--- config.mk ---
export PLATFORM = sky130hd
export DESIGN_NAME = etscap_top
export DESIGN_NICKNAME = d
export VERILOG_FILES = /design/src/verilog/etscap_pkg.sv /design/src/verilog/etscap_led.sv /design/src/verilog/etscap_timer.sv /design/src/verilog/etscap_top.sv
export VERILOG_INCLUDE_DIRS = /design/src /design/src/verilog
export SDC_FILE = /design/constraint.sdc
export NUM_CORES = 1
export LEC_CHECK = 0
export BUFFER_PORTS_ARGS = -buffer_cell sky130_fd_sc_hd__buf_2
export CAP_MARGIN = 0
export CORE_ASPECT_RATIO = 1.2
export CORE_MARGIN = 4
export CORE_UTILIZATION = 60
export DETAILED_ROUTE_END_ITERATION = 8
export GPL_TIMING_DRIVEN = 0
export PLACE_DENSITY_LB_ADDON = 0.15
export RECOVER_POWER = 50
export SYNTH_ARGS = -nofsm -noshare
export SYNTH_HDL_FRONTEND = slang
export SYNTH_HIERARCHICAL = 1
export SYNTH_SLANG_ARGS = --single-unit
--- constraint.sdc ---
create_clock -name clk_i -period 9.2 [get_ports clk_i]
set_input_delay 0.46 -clock clk_i [delete_from_list [all_inputs] [get_ports clk_i]]
set_output_delay 0.46 -clock clk_i [all_outputs]
set_load 0.01 [all_outputs]
--- src/verilog/etscap_cfg.svh ---
// constants and rule summary for the edge time stamp capture unit
// Summary of operation
// - capture timer and input state on each edge of configured polarity
// - each record carries a sequence counter value for edge order
// - configuration selects 5 records (20 bytes) or 15 records (60 bytes)
// - every record is exactly four bytes, one bus word
// - no output process image bytes are used
// - channel indicator lit while its input is one, dark while zero
// - bus ok and no fault: run lit, fault dark
// - internal fault lights fault indicator, run stays lit if bus works
// - bus communication lost turns run indicator off
// - bus power failure: run and fault indicators both dark (the code still flashes fault while the configuration error bit is set)
// - configuration error flashes fault indicator at 2 Hz
// - sequence counter starts at 1, steps per capture, wraps 0 to 127
// - 32-bit microsecond timer from zero at start, wraps at maximum
// - time field holds the low 16 bits of the timer
// - input byte holds levels after the edge in bits 0..3, bits 4..7 zero
`ifndef ETSCAP_CFG_SVH
`define ETSCAP_CFG_SVH
`define ETSCAP_CLK_MHZ 250
`define ETSCAP_US_NS 1000
`define ETSCAP_CLK_NS 4
`define ETSCAP_US_CYC (`ETSCAP_US_NS / `ETSCAP_CLK_NS)
`define ETSCAP_BLINK_MS 250
`define ETSCAP_BLINK_CYC (`ETSCAP_BLINK_MS * 1000000 / `ETSCAP_CLK_NS)
`define ETSCAP_SMALL_SLOTS 5
`define ETSCAP_LARGE_SLOTS 15
`define ETSCAP_SEQ_START 7'h01
`define ETSCAP_SEQ_MAX 7'h7f
// register byte addresses
`define ETSCAP_REC_BASE 8'h00
`define ETSCAP_CTRL 8'h40
`define ETSCAP_STAT 8'h44
`define ETSCAP_IRQ_STAT 8'h48
`define ETSCAP_IRQ_MASK 8'h4c
`define ETSCAP_TIMER 8'h50
`define ETSCAP_ID 8'h54
// ctrl field positions
`define ETSCAP_CTRL_EN 0
`define ETSCAP_CTRL_FALL 1
`define ETSCAP_CTRL_LARGE 2
`define ETSCAP_CTRL_CFGERR 3
`define ETSCAP_CTRL_FAULT 4
`define ETSCAP_CTRL_RST 32'h0000_0000
`define ETSCAP_CTRL_MASK 32'h0000_001f
// irq bits
`define ETSCAP_IRQ_CAP 0
`define ETSCAP_IRQ_WRAP 1
`endif

--- src/verilog/etscap_pkg.sv ---
// types for the edge time stamp capture unit
`default_nettype none
package etscap_pkg;
  typedef struct packed {
    logic [15:0] captured_time_low;
    logic [7:0] sequence_counter;
    logic [7:0] input_process_image;
  } etscap_rec_t;
  typedef struct packed {
    logic run;
    logic module_fault_indicator;
    logic [3:0] channel_status_indicator;
  } etscap_led_t;
  typedef enum logic [3:0] {
    ETSCAP_LED_OK = 4'h1,
    ETSCAP_LED_NOBUS = 4'h2,
    ETSCAP_LED_NOPWR = 4'h4,
    ETSCAP_LED_CFGERR = 4'h8
  } etscap_led_st_t;
endpackage
`default_nettype wire

--- src/verilog/etscap_led.sv ---
// module and channel status indicator logic
`include "etscap_cfg.svh"
`default_nettype none
module etscap_led #(
  parameter int BLINK_CYC = `ETSCAP_BLINK_CYC
) (
  input wire logic clk_i,
  input wire logic rst_i,
  input wire logic bus_ok_i,
  input wire logic bus_pwr_ok_i,
  input wire logic fault_i,
  input wire logic cfg_err_i,
  input wire logic [3:0] din_i,
  output etscap_pkg::etscap_led_t led_o
);
  logic [31:0] blink_cnt_ff;
  logic blink_ff;
  etscap_pkg::etscap_led_st_t st;
  etscap_pkg::etscap_led_t nxt_led;
  etscap_pkg::etscap_led_t led_ff;
  // half period of 250 ms gives 2 Hz
  always_ff @(posedge clk_i) begin
    if (rst_i || blink_cnt_ff == 32'(BLINK_CYC - 1)) begin
      blink_cnt_ff <= 32'h0000_0000;
    end else begin
      blink_cnt_ff <= blink_cnt_ff + 32'h0000_0001;
    end
  end
  always_ff @(posedge clk_i) begin
    if (rst_i) begin
      blink_ff <= 1'b0;
    end else if (blink_cnt_ff == 32'(BLINK_CYC - 1)) begin
      blink_ff <= ~blink_ff;
    end
  end
  always_comb begin
    if (cfg_err_i) begin
      st = etscap_pkg::ETSCAP_LED_CFGERR;
    end else if (!bus_pwr_ok_i) begin
      st = etscap_pkg::ETSCAP_LED_NOPWR;
    end else if (!bus_ok_i) begin
      st = etscap_pkg::ETSCAP_LED_NOBUS;
    end else begin
      st = etscap_pkg::ETSCAP_LED_OK;
    end
  end
  always_comb begin
    nxt_led.channel_status_indicator = din_i;
    case (st)
      etscap_pkg::ETSCAP_LED_CFGERR: begin
        nxt_led.run = bus_ok_i && bus_pwr_ok_i;
        nxt_led.module_fault_indicator = blink_ff;
      end
      etscap_pkg::ETSCAP_LED_NOPWR: begin
        nxt_led.run = 1'b0;
        nxt_led.module_fault_indicator = 1'b0;
      end
      etscap_pkg::ETSCAP_LED_NOBUS: begin
        nxt_led.run = 1'b0;
        nxt_led.module_fault_indicator = fault_i;
      end
      default: begin
        nxt_led.run = 1'b1;
        nxt_led.module_fault_indicator = fault_i;
      end
    endcase
  end
  always_ff @(posedge clk_i) begin
    if (rst_i) begin
      led_ff <= '0;
    end else begin
      led_ff <= nxt_led;
    end
  end
  assign led_o = led_ff;
endmodule // etscap_led
`default_nettype wire

--- src/verilog/etscap_timer.sv ---
// free-running 32-bit microsecond timer
`include "etscap_cfg.svh"
`default_nettype none
module etscap_timer #(
  parameter int US_CYC = `ETSCAP_US_CYC
) (
  input wire logic clk_i,
  input wire logic rst_i,
  output logic [31:0] us_o
);
  logic [15:0] pre_ff;
  logic [31:0] us_ff;
  // prescaler turns clock into one microsecond tick
  always_ff @(posedge clk_i) begin
    if (rst_i || pre_ff == 16'(US_CYC - 1)) begin
      pre_ff <= 16'h0000;
    end else begin
      pre_ff <= pre_ff + 16'h0001;
    end
  end
  // natural wrap at 2^32-1 back to zero
  always_ff @(posedge clk_i) begin
    if (rst_i) begin
      us_ff <= 32'h0000_0000;
    end else if (pre_ff == 16'(US_CYC - 1)) begin
      us_ff <= us_ff + 32'h0000_0001;
    end
  end
  assign us_o = us_ff;
endmodule // etscap_timer
`default_nettype wire

--- src/verilog/etscap_top.sv ---
// edge time stamp capture unit with wishbone register access
//
// Local design decisions: the Wishbone register port and the address map.
`include "etscap_cfg.svh"
`default_nettype none
module etscap_top #(
  parameter int MAX_SLOTS = `ETSCAP_LARGE_SLOTS,
  parameter int BLINK_CYC = `ETSCAP_BLINK_CYC,
  parameter logic [31:0] ID_VALUE = 32'h0000_a5a5 // identity value, arbitrary
) (
  input wire logic clk_i,
  input wire logic rst_i,
  input wire logic cyc_i,
  input wire logic stb_i,
  input wire logic we_i,
  input wire logic [7:0] adr_i,
  input wire logic [3:0] sel_i,
  input wire logic [31:0] dat_i,
  output logic [31:0] dat_o,
  output logic ack_o,
  input wire logic [3:0] din_i,
  input wire logic bus_ok_i,
  input wire logic bus_pwr_ok_i,
  input wire logic fault_i,
  output logic irq_o,
  output logic run_led_o,
  output logic fault_led_o,
  output logic [3:0] chan_led_o
);
  // ************************************************************
  // state
  // ************************************************************
  etscap_pkg::etscap_rec_t rec_ff [MAX_SLOTS];
  logic [31:0] ctrl_ff;
  logic [1:0] irq_stat_ff;
  logic [1:0] irq_mask_ff;
  logic [3:0] din_prev_ff;
  logic [3:0] wr_idx_ff;
  logic [6:0] seq_ff;
  logic [31:0] dat_ff;
  logic ack_ff;
  logic [31:0] us;
  logic edge_hit;
  logic [3:0] slots;
  logic last_slot;
  logic req;
  etscap_pkg::etscap_led_t led;

  // merge byte lanes into a register
  function automatic logic [31:0] wmerge(input logic [31:0] old, input logic [31:0] d,
                                         input logic [3:0] s);
    logic [31:0] r;
    r = old;
    for (int i = 0; i < 4; i++) begin
      if (s[i]) begin
        r[i*8 +: 8] = d[i*8 +: 8];
      end
    end
    return r;
  endfunction

  etscap_timer u_timer (
    .clk_i(clk_i),
    .rst_i(rst_i),
    .us_o(us)
  );

  etscap_led #(
    .BLINK_CYC(BLINK_CYC)
  ) u_led (
    .clk_i(clk_i),
    .rst_i(rst_i),
    .bus_ok_i(bus_ok_i),
    .bus_pwr_ok_i(bus_pwr_ok_i),
    .fault_i(fault_i | ctrl_ff[`ETSCAP_CTRL_FAULT]),
    .cfg_err_i(ctrl_ff[`ETSCAP_CTRL_CFGERR]),
    .din_i(din_i),
    .led_o(led)
  );

  // ************************************************************
  // edge detection and record writing
  // ************************************************************
  always_ff @(posedge clk_i) begin
    if (rst_i) begin
      din_prev_ff <= 4'h0;
    end else begin
      din_prev_ff <= din_i;
    end
  end

  // any channel moving in the chosen direction counts as one edge
  always_comb begin
    if (ctrl_ff[`ETSCAP_CTRL_FALL]) begin
      edge_hit = ctrl_ff[`ETSCAP_CTRL_EN] && |(din_prev_ff & ~din_i);
    end else begin
      edge_hit = ctrl_ff[`ETSCAP_CTRL_EN] && |(~din_prev_ff & din_i);
    end
  end

  assign slots = ctrl_ff[`ETSCAP_CTRL_LARGE] ? 4'(`ETSCAP_LARGE_SLOTS)
                                               : 4'(`ETSCAP_SMALL_SLOTS);
  // an index left past the end by a size change wraps at once, never beyond the array
  assign last_slot = (wr_idx_ff >= slots - 4'h1);

  always_ff @(posedge clk_i) begin
    if (rst_i) begin
      wr_idx_ff <= 4'h0;
    end else if (edge_hit) begin
      wr_idx_ff <= last_slot ? 4'h0 : wr_idx_ff + 4'h1;
    end
  end

  always_ff @(posedge clk_i) begin
    if (rst_i) begin
      seq_ff <= `ETSCAP_SEQ_START;
    end else if (edge_hit) begin
      seq_ff <= (seq_ff == `ETSCAP_SEQ_MAX) ? 7'h00 : seq_ff + 7'h01;
    end
  end

  // the array has no reset; slots read back as whatever was last stored
  always_ff @(posedge clk_i) begin
    if (edge_hit) begin
      rec_ff[wr_idx_ff].input_process_image <= {4'h0, din_i};
      rec_ff[wr_idx_ff].sequence_counter <= {1'b0, seq_ff};
      rec_ff[wr_idx_ff].captured_time_low <= us[15:0];
    end
  end

  // ************************************************************
  // wishbone slave
  // ************************************************************
  assign req = cyc_i && stb_i && !ack_ff;

  always_ff @(posedge clk_i) begin
    if (rst_i) begin
      ack_ff <= 1'b0;
    end else begin
      ack_ff <= req;
    end
  end

  always_ff @(posedge clk_i) begin
    if (rst_i) begin
      ctrl_ff <= `ETSCAP_CTRL_RST;
    end else if (req && we_i && adr_i == `ETSCAP_CTRL) begin
      ctrl_ff <= wmerge(ctrl_ff, dat_i, sel_i) & `ETSCAP_CTRL_MASK;
    end
  end

  always_ff @(posedge clk_i) begin
    if (rst_i) begin
      irq_mask_ff <= 2'h0;
    end else if (req && we_i && adr_i == `ETSCAP_IRQ_MASK && sel_i[0]) begin
      irq_mask_ff <= dat_i[1:0];
    end
  end

  // a new event wins over a clear in the same cycle
  always_ff @(posedge clk_i) begin
    if (rst_i) begin
      irq_stat_ff <= 2'h0;
    end else begin
      irq_stat_ff <= (irq_stat_ff
                      & ~((req && we_i && adr_i == `ETSCAP_IRQ_STAT && sel_i[0])
                          ? dat_i[1:0] : 2'h0))
                     | {edge_hit && last_slot, edge_hit};
    end
  end

  always_ff @(posedge clk_i) begin
    if (rst_i) begin
      dat_ff <= 32'h0000_0000;
    end else if (req && !we_i) begin
      if (adr_i < 8'(MAX_SLOTS * 4) && adr_i[1:0] == 2'b00) begin
        dat_ff <= rec_ff[adr_i[5:2]];
      end else if (adr_i == `ETSCAP_CTRL) begin
        dat_ff <= ctrl_ff;
      end else if (adr_i == `ETSCAP_STAT) begin
        dat_ff <= {17'h0, seq_ff, wr_idx_ff, din_i};
      end else if (adr_i == `ETSCAP_IRQ_STAT) begin
        dat_ff <= {30'h0, irq_stat_ff};
      end else if (adr_i == `ETSCAP_IRQ_MASK) begin
        dat_ff <= {30'h0, irq_mask_ff};
      end else if (adr_i == `ETSCAP_TIMER) begin
        dat_ff <= us;
      end else if (adr_i == `ETSCAP_ID) begin
        dat_ff <= ID_VALUE; // arbitrary value
      end else begin
        dat_ff <= 32'h0000_0000;
      end
    end
  end

  assign dat_o = dat_ff;
  assign ack_o = ack_ff;
  // no output image: writes to record slots are acked and dropped
  assign irq_o = |(irq_stat_ff & irq_mask_ff);
  assign run_led_o = led.run;
  assign fault_led_o = led.module_fault_indicator;
  assign chan_led_o = led.channel_status_indicator;
endmodule // etscap_top
`default_nettype wire
**Yosys cells after proc, flatten, opt, wreduce, memory -nomap -nowiden**

Memories as Yosys holds them, arrays and structs flattened.
Index checks and enable logic that the tools add are counted.

- Add/sub/neg operators: 6
- Magnitude comparators: 2
- Eq/ne operators: 12
- Mux-type cells: 18
- Bitwise logic cells: 10
- Reductions and logical operators: 23

Operator list:

| operator | number |
|---|---|
| 2-to-1 mux 32 bit | 6 |
| adder 32 x 1 -> 32 bit (second input constant) | 2 |
| equality test 8 x 7 -> 1 bit (second input constant) | 6 |
| equality test 32 x 26 -> 1 bit (second input constant) | 1 |
| adder 16 x 1 -> 16 bit (second input constant) | 1 |
| equality test 16 x 8 -> 1 bit (second input constant) | 1 |
| 2-to-1 mux 16 bit | 1 |
| 2-to-1 mux 4 bit | 4 |
| logical AND 1 bit | 14 |
| AND 4 bit | 2 |
| less-than comparator 8 x 6 -> 1 bit (second input constant) | 1 |
| NOT 4 bit | 2 |
| OR reduction 4 bit | 2 |
| adder 7 x 1 -> 7 bit (second input constant) | 1 |
| equality test 7 bit (second input constant) | 1 |
| 2-to-1 mux 7 bit | 1 |
| one-hot mux 2 bit (3 select lines) | 1 |
| adder 4 x 1 -> 4 bit (second input constant) | 1 |
| AND 2 bit | 2 |
| equality test 4 x 2 -> 1 bit (second input constant) | 1 |
| equality test 4 x 3 -> 1 bit (second input constant) | 1 |
| equality test 4 bit (second input constant) | 1 |
| greater-or-equal comparator 4 bit | 1 |
| 2-to-1 mux 2 bit | 2 |
| 11 further kinds | 15 |

- Register bits: 140
- Memory bits (writable): 405
- Input port bits: 56
- Output and inout bits: 40
- Logic and storage cells: 86
- Memories kept: 1

Memory list:

| memory | words | bits a word | rd ports | clocked after Yosys merged registers in | wr ports | RTL line | text |
|---|---|---|---|---|---|---|---|
| rec_ff | 15 | 27 | 1 | 0 | 1 | etscap_top.sv:33 | `etscap_pkg::etscap_rec_t rec_ff [MAX_SLOTS];` |

**Logic depth before layout (Yosys ltp)**

Gate-level depths: netlist (run 1).

- Word-level depth: 9
- Depth in mapped cells: 9
- Mapped depth without buffers: 7

**By module**

The synthesis (run 1) kept the hierarchy.

By module, submodules not included:

| module | times used | cells each | area an instance (um^2) |
|---|---|---|---|
| etscap_top | 1 | 1094 | 18313.8 |
| etscap_timer | 1 | 260 | 2306.0 |
| etscap_led | 1 | 211 | 1858.0 |

**Worst setup path after synthesis (run 1)**

Ideal clock, no wire load.

- Path kind: input -> register
- Start: input port din_i[3]
- End: memory rec_ff[3][0] (netlist name) (enable)
- Setup time: 0.445 ns
- Arrival: 2.934 ns
- Slack: 5.821 ns
- Stages on the path: 4
- Path through: nand2b_1 > a41oi_1 > o211ai_1 > nor3_1

- Word-level cells in the longest chain between the ends: 7

Ends and longest elaborated chain:

| item | RTL line | text |
|---|---|---|
| start, declared | etscap_top.sv:21 | `input wire logic [3:0] din_i,` |
| NOT 4 bit | etscap_top.sv:95 | `` edge_hit = ctrl_ff[`ETSCAP_CTRL_EN] && \|(din_prev_ff & ~din_i); `` |
| AND 4 bit | etscap_top.sv:95 |  |
| OR reduction 4 bit | etscap_top.sv:95 |  |
| logical AND 1 bit | etscap_top.sv:95 |  |
| 2-to-1 mux 1 bit * | etscap_top.sv:94 | `` if (ctrl_ff[`ETSCAP_CTRL_FALL]) begin `` |
| 2-to-1 mux 1 bit * | etscap_top.sv:124 | `if (edge_hit) begin` |
| 2-to-1 mux 1 bit (implied by the code) * | etscap_top.sv:125 | `rec_ff[wr_idx_ff].input_process_image <= {4'h0, din_i};` |
| end, declared | etscap_top.sv:33 |  |

Every way passes the cells marked *; elsewhere a longest branch is shown, timed or not.

**Final worst setup path (run 1)**

- Start: input port din_i[3]
- End: memory rec_ff[10][14] (netlist name) (enable)

- Word-level cells in the longest chain between the ends: 7

Ends and longest elaborated chain:

| item | RTL line | text |
|---|---|---|
| NOT 4 bit | etscap_top.sv:95 |  |
| AND 4 bit | etscap_top.sv:95 |  |
| OR reduction 4 bit | etscap_top.sv:95 |  |
| logical AND 1 bit | etscap_top.sv:95 |  |
| 2-to-1 mux 1 bit * | etscap_top.sv:94 |  |
| 2-to-1 mux 1 bit * | etscap_top.sv:124 |  |
| 2-to-1 mux 1 bit (implied by the code) * | etscap_top.sv:127 | `rec_ff[wr_idx_ff].captured_time_low <= us[15:0];` |

Marks and branches as above.

==> results.toml, run 1 <==
[status]
outcome = "finished with violations"
violations = "capacitance limit, slew limit"

[grt]
grt_usage_pct = 28.8
antenna_found_initial = 0
grt.overflow.total = 0
grt_pass1_wl_mm = 87.4
first_global_vias = 14287
grt_max_degree = 28

[floorplan]
core_area_mm2 = 0.0369
initial_core_util_pct = 60.9
die_area_mm2 = 0.0406
ios = 96
row_count = 77
dieWidth_um = 185
fp.dieH_um = 220

[clocking]
insertion_delay_ns = 0.58
cts_resized = 0
clk_pin_slew_ns = 0.06
cts_buffer_depth = 3
cts_buffers = 51
clock-sinks = 549
root_buffer = "clkbuf_16"
postCtsSetupBuffers = 0
htreeDepth = 2
holdBufCountCts = 0
cts_tree = "built"

[cells_and_area]
diodes = 0
area_growth_syn_to_layout_pct = 11.8
nNetsFinal = 1755
nFillCells = 2596
drive_above_1_share_pct = 14.2
fin_cells = 2205

[logic_synthesis]
synth_adder_area_share_pct = 0.612
synth_cell_types = 71
synth_area_mm2 = 0.0225
synthCells = 1565
synth-compound-area-share_pct = 7.24
yosys.area_share.simple_pct = 10.8
synth_area_per_cell_um2 = 14.4
synth_seq_area_share_pct = 66.9
ys_ff_latch = 549
syn_nets = 1632
synth_ff_type = "edfxtp_1"
synthArstFlopShare_pct = 0
synth_xor_area_share_pct = 2.34
synth_top_family_by_area = "simple AND/OR/NAND/NOR gates"
synth_mux_area_share_pct = 9.77
yosysWarnings = 6
synth-edff-count = 405

[critical_path]
cpMostUsedCell = "clkbuf_1"
arrival_ns = 3.61
cpPeakStageDelay_ns = 0.93
cp-start-kind = "primary input"
crit_path_end_kind = "flip-flop"
cpMaxStageDelayCell = "and3_2"
crit_path_cell_trace = "clkbuf_1, nand2b_1, a41oi_1, o21a_1, clkbuf_1, clkbuf_1, and3_2"
crit_buf_inv = 3
cp.required_ns = 9.40
cp_top_family = "buffers and inverters"
criticalPathCategory = "in2reg"
cp_max_fo = 27

[flow_run]
timing.max_cap.violations = 1

[route]
drtIter0Drc = 1768
vias = 14290
routed_via_density = 6.48
dr.pass1.iters = 6
wl_per_cell_um = 26.3
drcViolationCount = 0
ant_nets = 0
wl_mm = 58.0

[sta]
fmax_mhz = 293
period_share_pct = 37.1
setup_viol = 0
tightest_slew_ns = 1.61
drv_slew = 6
skew_ns = 0.0103
setup_tns_ns = 0
fin_crit_ns = 3.41
hold_viol_final = 0
rsz0062_at_grt = "false"
worst_hold_slack_ns = 0.107
relSlewSlack_pct = -8.22

[placement]
port_buffers = 61
gp_congestion = 0.935
dp_hpwl_mm = 37.3
dp.cells = 2109

[pwr]
p_per_area_mw_per_mm2 = 197
ir_worst_vdd_uv = 143
p_leak_uw = 0.00831

[worst_hold_path]
worstHoldPathType = "in2reg"
[worst reg2reg max path, delay by kind of cell (launching register included)]
kind	cells	cell delay (ns)
DFF	1	1.03
and+or+nand+nor	4	1.98
AOI/OAI and AO/OA	1	0.15
[layer usage]
metal  GRT usage (%)  part of all wire, %  vias to the layer above
met2            47.6                   49                      720
met5               0                    0                        -
met3            4.85                  8.4                      163
li1                -                    -                     6280
met4            11.4                  4.5                        0
met1            38.6                   38                     7127
[synthesized netlist by cell type (18+ instances only)]
master | instances | area share, %
a21oi_1 | 47 | 1.0
inv_1 | 24 | 0.40
edfxtp_1 | 405 | 54
xor2_1 | 18 | 0.70
dfxtp_1 | 144 | 13
nand2_1 | 87 | 1.5
or4_1 | 18 | 0.60
mux2i_1 | 71 | 3.2
o22ai_1 | 25 | 0.70
a22oi_1 | 22 | 0.73
a311oi_1 | 22 | 0.86
mux4_2 | 62 | 6.2
and3_1 | 23 | 0.64
nor2_1 | 127 | 2.1
nor2b_1 | 19 | 0.53
a21o_1 | 19 | 0.63
nand2b_1 | 23 | 0.64
nand4_1 | 20 | 0.56
nor3_1 | 21 | 0.47
clkbuf_1 | 59 | 0.99
xnor2_1 | 42 | 1.6
o21ai_0 | 35 | 0.78
buf_2 | 21 | 0.47
nand3_1 | 37 | 0.82
[per-stage QoR]
stage                     utilization (%)  total power [uW]  setup WS, ns  cell area [um2]
final                                68.1              4940          5.79            25100
after floorplan                         -              2810          5.82            22500
after detailed placement             63.8              2890          5.61            23600
after global routing                 68.1              5080          5.59            25100
after CTS                            68.4              4960          6.03            25200
after global placement               63.4              2880          2.90            23400
[layout make-up]
class / instances / area [um2] / share of cell area (%)
clock inverters: 28 / 244 / 0.971
repair buffers: 70 / 387 / 1.54
flip-flops and latches: 549 / 15000 / 59.9
well taps: 474 / 593 / 2.36
plain buffers: 95 / 435 / 1.73
multi-input cells: 897 / 6890 / 27.4
inverters: 24 / 90.1 / 0.359
clock buffers: 68 / 1440 / 5.74
[power by group]
| part | leakage [uW] | switching [uW] | internal [uW] |
|---|---|---|---|
| Sequential | 0.00496 | 8.01 | 2640 |
| Combinational | 0.00253 | 120 | 67.3 |
| Clock | 0.000823 | 898 | 1210 |
[cell usage in the layout, fill, tap and decap left out, types with 8 or more instances in the layout]
cell	Yosys	final
buf_2	21	36
mux2_2	8	8
clkbuf_1	59	115
xnor2_1	42	42
nor4_2	15	15
a21o_1	19	19
nand2b_1	23	23
and3_1	23	11
xor2_1	18	18
edfxtp_1	405	405
or3_1	12	12
nand4_1	20	20
a311oi_1	22	22
ha_1	11	11
nand3_1	37	37
clkinv_1	0	13
a22oi_1	22	22
nor2b_1	19	19
a21oi_1	47	47
or4_1	18	19
nor3_1	21	21
clkbuf_16	0	53
o21ai_0	35	35
dfxtp_1	144	144
mux2i_1	71	71
mux4_2	62	62
nor4_1	10	11
o31ai_1	10	11
nor2_1	127	127
nand2_1	87	87
buf_6	7	10
o22ai_1	25	25
o211ai_1	11	11
inv_1	24	24
and3_2	0	12
[state kept, by name (all words and copies together) (netlist names)]
register,count
irq_stat_ff,2
u_led/blink_ff,1
seq_ff,7
dat_o,32
ack_o,1
wr_idx_ff,4
u_timer/us_o,32
din_prev_ff,4
ctrl_ff,5
u_led/led_o,6
u_timer/pre_ff,16
rec_ff,405
u_led/blink_cnt_ff,32
irq_mask_ff,2
[kinds of logic (layout without fill, tap and decap cells)]
kind of cell,Yosys count,in the layout
xor+xnor,60,60
flops,549,549
buf+inv,119,285
mux,141,141
fa+ha+maj,11,11
compound gates,237,237
simple gates,448,448
[worst paths after layout]
kind | depth (start not counted) | start | to | slack [ns]
min reg2reg | 2 | u_timer/us_o[31] | u_timer/us_o[31] | 0.48
max | 7 | din_i[3] | rec_ff[10][14] | 5.79
max reg2reg | 5 | u_timer/us_o[5] | u_timer/us_o[31] | 5.96
min | 2 | bus_ok_i | u_led/led_o[5] | 0.11
(Power assumes the default switching activity.)
==> run 2, diff against run 1 <==
==> constraint.sdc (replaced) <==
create_clock -name clk_i -period 3.5 [get_ports clk_i]
set_input_delay 0.175 -clock clk_i [delete_from_list [all_inputs] [get_ports clk_i]]
set_output_delay 0.175 -clock clk_i [all_outputs]
set_load 0.01 [all_outputs]
==> run 2 against run 1 <==
Compared with the run above: the run still ends with capacitance limit, slew limit left; clock power rose to 2.6 times the previous value; cell area rose by 0.27%; total power grew to 2.6 times the previous value; largest power group unchanged; core utilization is 0.18 points higher; highest routed layer unchanged.
==> results.toml, run 2 (same netlist as run 1, synthesis figures left out) <==
[sta]
tightest_slew_ns = 1.62
worst_hold_slack_ns = 0.0355
skew_ns = 0.0106
fin_crit_ns = 3.24
fmax_mhz = 309
relSlewSlack_pct = -9.15
rsz0062_at_grt = "false"
drv_slew = 17
hold_viol_final = 0
setup_tns_ns = 0
setup_viol = 0
setup_ws_ns = 0.265
period_share_pct = 92.4

[critical_path]
cp_max_fo = 20
cpPeakStageDelay_ns = 1.04
crit_path_end_kind = "flip-flop"
crit_start = "u_timer/us_o[5]"
r2r_end = "u_timer/us_o[31]"
cpMaxStageDelayCell = "dfxtp_1"
criticalPathCategory = "reg2reg"
cp-start-kind = "flip-flop"
cpMostUsedCell = "or4_1"
cp.required_ns = 4.01
cp.depth = 5
arrival_ns = 3.75
crit_buf_inv = 0
crit_path_cell_trace = "nand4_2, or4_4, or4_1, or4_1, a21oi_1"
r2r-start = "u_timer/us_o[5]"
ff2ff_path_depth = 5
rrSetupSlack_ns = 0.26
cp-endpoint = "u_timer/us_o[31]"
cp_top_family = "simple AND/OR/NAND/NOR gates"

[clocking]
root_buffer = "clkbuf_16"
insertion_delay_ns = 0.58
cts_resized = 0
cts_buffers = 51
clk_pin_slew_ns = 0.06
cts_tree = "built"
cts_buffer_depth = 3
htreeDepth = 2
clock-sinks = 549

[route]
drcViolationCount = 0
wl_mm = 58.1
vias = 14384
drtIter0Drc = 1600
dr.pass1.iters = 7
wl_per_cell_um = 26.3
ant_nets = 0
routed_via_density = 6.50

[cells_and_area]
largest-register = "rec_ff"
nFillCells = 2589
largest_register_ffs = 405
nNetsFinal = 1763
multi_input_area_mm2 = 0.00689
area_growth_syn_to_layout_pct = 12.1
register_area_mm2 = 0.0150
diodes = 0
final_common_cell = "edfxtp_1"
drive_above_1_share_pct = 14.0
final_area_mm2 = 0.0252
final_cell_mix = "edfxtp_1 (405), dfxtp_1 (144), nor2_1 (127)"

[placement]
dpl_cell_area_mm2 = 0.0236
port_buffers = 61
preCtsSetupSlack_ns = 0.196
gp_congestion = 0.935
dp_hpwl_mm = 37.3

[grt]
grt_pass1_wl_mm = 87.6
grt.overflow.total = 0
antenna_found_initial = 0
grt_max_degree = 28
grt_usage_pct = 28.9
first_global_vias = 14311

[floorplan]
fp.dieH_um = 220
ios = 96
core_area_mm2 = 0.0369
row_count = 77
initial_core_util_pct = 60.9
die_area_mm2 = 0.0406
dieWidth_um = 185

[pwr]
pwr-share-seq_pct = 53.5
p_clk_share_pct = 42.7
p_leak_uw = 0.00828
power_uw = 13000
p_sw_share_pct = 20.8
intPower_uw = 10300
ir_worst_vdd_uv = 376
p_per_area_mw_per_mm2 = 516
pwr-share-comb_pct = 3.8
switchingPower_uw = 2700

[worst_hold_path]
worstHoldPathType = "in2reg"

[status]
violations = "capacitance limit, slew limit"
outcome = "finished with violations"

[flow_run]
timing.max_cap.violations = 2
## run 2: changes by cell type in the layout (fill, tap and decap cells not counted), sizes merged
cell,before,now
clkbuf,175,177
buf,58,56
dlygate4sd3,0,8
## run 2: power groups by stage
stage | registers (uW) | logic [uW] | clock network, uW
6_report | 6950 | 497 | 5550
5_1_grt | 6950 | 530 | 5880
4_1_cts | 6950 | 502 | 5600
3_5_place_dp | 7090 | 493 | 0
3_3_place_gp | 7090 | 484 | 0
2_1_floorplan | 7090 | 299 | 0
## run 2: metrics by stage
| step | instances | util, % |
|---|---|---|
| 5_1_grt | 2213 | 68.3 |
| 3_5_place_dp | 2109 | 63.8 |
| 2_1_floorplan | 1565 | - |
| 3_3_place_gp | 2100 | 63.4 |
| 6_report | 2213 | 68.3 |
| 4_1_cts | 2213 | 68.6 |
## run 2: cell type report
type / instances / share of cell area [%]
Buffer: 95 / 1.69
Clock buffer: 68 / 5.73
Clock inverter: 28 / 0.968
Inverter: 24 / 0.358
Multi-Input combinational cell: 897 / 27.3
Sequential cell: 549 / 59.7
Tap cell: 474 / 2.35
Timing Repair Buffer: 78 / 1.85
## run 2: worst min path at each step
| stage | startpoint | endpoint | slack [ns] | depth (start not counted) |
|---|---|---|---|---|
| 6_report | fault_i | u_led/led_o[4] | 0.04 | 6 |
| 3_3_place_gp | bus_ok_i | u_led/led_o[5] | 0.41 | 2 |
| 2_1_floorplan | din_i[0] | rec_ff[0][0] | 0.27 | 0 |
| 3_5_place_dp | bus_ok_i | u_led/led_o[5] | 0.42 | 2 |
| 5_1_grt | stb_i | ack_o | 0.07 | 3 |
| 4_1_cts | din_i[0] | rec_ff[13][0] | 0.002 | 1 |
## run 2: timing repair
item | in CTS | in global routing
hold endpoints to repair | 11 | 0
buffers inserted | 0 | 0
hold buffers | 8 | 0
## run 2: layer usage
layer	up-vias	global-route usage [%]	wire [um]
met5	-	0	0
met4	0	11.4	2580
met3	171	4.87	4680
met2	677	47.8	28300
met1	7238	38.7	22500
li1	6298	-	-
## run 2: tightest hold or removal path, cell delays in order
cell and delay (ns):
buf_2 0.07, or2_2 0.08, nand2_1 0.04, nor2_1 0.07, a21oi_1 0.04, nor2_1 0.09
==> run 3, diff against run 2 <==
--- a/config.mk
+++ b/config.mk
@@ -11,6 +11,7 @@
 export CORE_ASPECT_RATIO = 1.2
 export CORE_MARGIN = 4
 export CORE_UTILIZATION = 60
+export CTS_CLUSTER_DIAMETER = 120
 export DETAILED_ROUTE_END_ITERATION = 8
 export GPL_TIMING_DRIVEN = 0
 export PLACE_DENSITY_LB_ADDON = 0.15
==> constraint.sdc (replaced) <==
create_clock -name clk_i -period 3.05 [get_ports clk_i]
set_input_delay 0.1525 -clock clk_i [delete_from_list [all_inputs] [get_ports clk_i]]
set_output_delay 0.1525 -clock clk_i [all_outputs]
set_load 0.01 [all_outputs]
==> run 3 against run 2 <==
Compared with the run above: sequential share of layout area is 0.35 points lower; highest routed layer unchanged; clock skew up 0.0078 ns; register-to-register slack worse by 0.13 ns; die area stayed put; cell area up 0.62%; the flow still finishes with violations (capacitance limit, slew limit); cell count is 0.32% higher; clock power is 14% higher; critical path depth increased by 4; core utilization increased by 0.42 points.
==> results.toml, run 3 (same netlist as run 1, synthesis figures left out) <==
[critical_path]
cp_top_family = "buffers and inverters"
ff2ff_path_depth = 5
cp.required_ns = 3.51
cpPeakStageDelay_ns = 0.84
crit_path_cell_trace = "buf_2, buf_2, clkbuf_1, clkbuf_2, mux2i_1, o22ai_1, o21ai_0, nand3_1, o221a_2"
r2r-start = "u_timer/us_o[13]"
crit_path_end_kind = "flip-flop"
arrival_ns = 3.45
cp_max_fo = 10
r2r_end = "u_timer/us_o[31]"
cp-start-kind = "primary input"
criticalPathCategory = "in2reg"
rrSetupSlack_ns = 0.13
cpMostUsedCell = "buf_2"
crit_buf_inv = 4
cpMaxStageDelayCell = "clkbuf_1"

[floorplan]
initial_core_util_pct = 60.9
ios = 96
row_count = 77
die_area_mm2 = 0.0406
dieWidth_um = 185
fp.dieH_um = 220
core_area_mm2 = 0.0369

[sta]
setup_viol = 0
setup_tns_ns = 0
drv_slew = 6
rsz0062_at_grt = "true"
skew_ns = 0.0184
relSlewSlack_pct = -10.3
hold_viol_final = 0
fmax_mhz = 334
period_share_pct = 98.0
tightest_slew_ns = 1.64
fin_crit_ns = 2.99

[worst_hold_path]
worstHoldPathType = "in2reg"
min_path_cells = 3
holdPathEnd = "ack_o"
hp-start = "stb_i"

[grt]
gr-usage-met2_pct = 47.3
grt.overflow.total = 0
use_met3_pct = 5.42
antenna_found_initial = 0
use_met1_pct = 38.4
grt_usage_pct = 29.0
grt_pass1_wl_mm = 87.6
grt_busiest_layer = "met2"
first_global_vias = 14496
grt_max_degree = 28

[route]
drtIter0Drc = 1682
dr.pass1.iters = 7
routed_via_density = 6.44
vias = 14307
ant_nets = 0
wl_mm = 58.3
drcViolationCount = 0
wl_per_cell_um = 26.3

[pwr]
ir_worst_vdd_uv = 421
p_leak_uw = 0.00830
power_uw = 14900
p_per_area_mw_per_mm2 = 587

[cells_and_area]
diodes = 0
largest-register = "rec_ff"
finish.utilization_pct = 68.7
final_common_cell = "edfxtp_1"
multi_input_area_mm2 = 0.00694
drive_above_1_share_pct = 14.5
largest_register_ffs = 405
nFillCells = 2523
final_cell_mix = "edfxtp_1 (405), dfxtp_1 (141), nor2_1 (127)"
nNetsFinal = 1769
final_area_mm2 = 0.0253
area_growth_syn_to_layout_pct = 12.8
register_area_mm2 = 0.0150

[clocking]
clock-sinks = 549
htreeDepth = 2
cts_buffer_depth = 3
postCtsSetupBuffers = 0
insertion_delay_ns = 0.58
clk_pin_slew_ns = 0.06
cts_buffers = 52
root_buffer = "clkbuf_16"
cts_tree = "built"

[status]
violations = "capacitance limit, slew limit"
outcome = "finished with violations"

[placement]
port_buffers = 61
dp_hpwl_mm = 37.7
dpl_cell_area_mm2 = 0.0236
gp_congestion = 0.915

[flow_run]
timing.max_cap.violations = 1
run 3: changes by cell type in the layout (fill, tap and decap cells not counted), moves of 4 or more:
| cell | delta |
|---|---|
| and3_2 | -6 |
| and3_4 | +6 |
| clkbuf_8 | -5 |
| dlygate4sd3_1 | +4 |
run 3: repair_timing:
item / 4_1_cts / 5_1_grt
endpoints found under the setup margin: 1 / 202
hold buffers: 12 / 0
resized for setup: 2 / 9
hold endpoints to repair: 43 / 0
run 3: power by group:
group	internal (uW)	switching, uW	leakage, uW
Combinational	211	363	0.00259
Clock	3610	2720	0.000803
Sequential	7950	25.0	0.00491
Total	11800	3110	0.00830
run 3: worst max-delay path by stage:
stage,start,endpoint,slack [ns],depth (start not counted)
after global placement,din_i[3],rec_ff[11][16],-1.43,5
final,adr_i[2],dat_o[3],0.06,9
after detailed placement,din_i[3],rec_ff[12][12],-0.18,7
after CTS,din_i[2],rec_ff[12][6],0.04,8
after global routing,adr_i[2],dat_o[3],-0.001,9
after floorplan,din_prev_ff[3],rec_ff[11][0],0.42,4
run 3: worst reg2reg max path, delay by kind of cell, from the launching register on:
kind               cells  cell delay, ns
DFF                    1            0.88
and+or+nand+nor        4            1.79
AOI/OAI and AO/OA      1            0.17
run 3: stage by stage:
stage	hold slack, ns	setup WS, ns	instances
after detailed placement	0.401	-0.175	2110
after global placement	0.388	-1.43	2100
after CTS	0.00451	0.0427	2220
after global routing	0.0493	-0.00125	2220
after floorplan	0.251	0.416	1565
final	0.0266	0.0595	2220
run 3: per-layer routing:
metal	part of all wire (%)	vias to the layer above
met5	0	-
met4	4.8	0
met3	8.4	164
met2	49	702
met1	38	7138
li1	-	6303
run 3: area by class of cell:
cell class | count | area share, %
clock buffer | 71 | 5.62
tap | 474 | 2.34
buffer | 95 | 1.68
inverter | 24 | 0.355
sequential | 549 | 59.4
clock inverter | 27 | 0.962
multi-input combinational | 897 | 27.4
timing repair buffer | 83 | 2.30
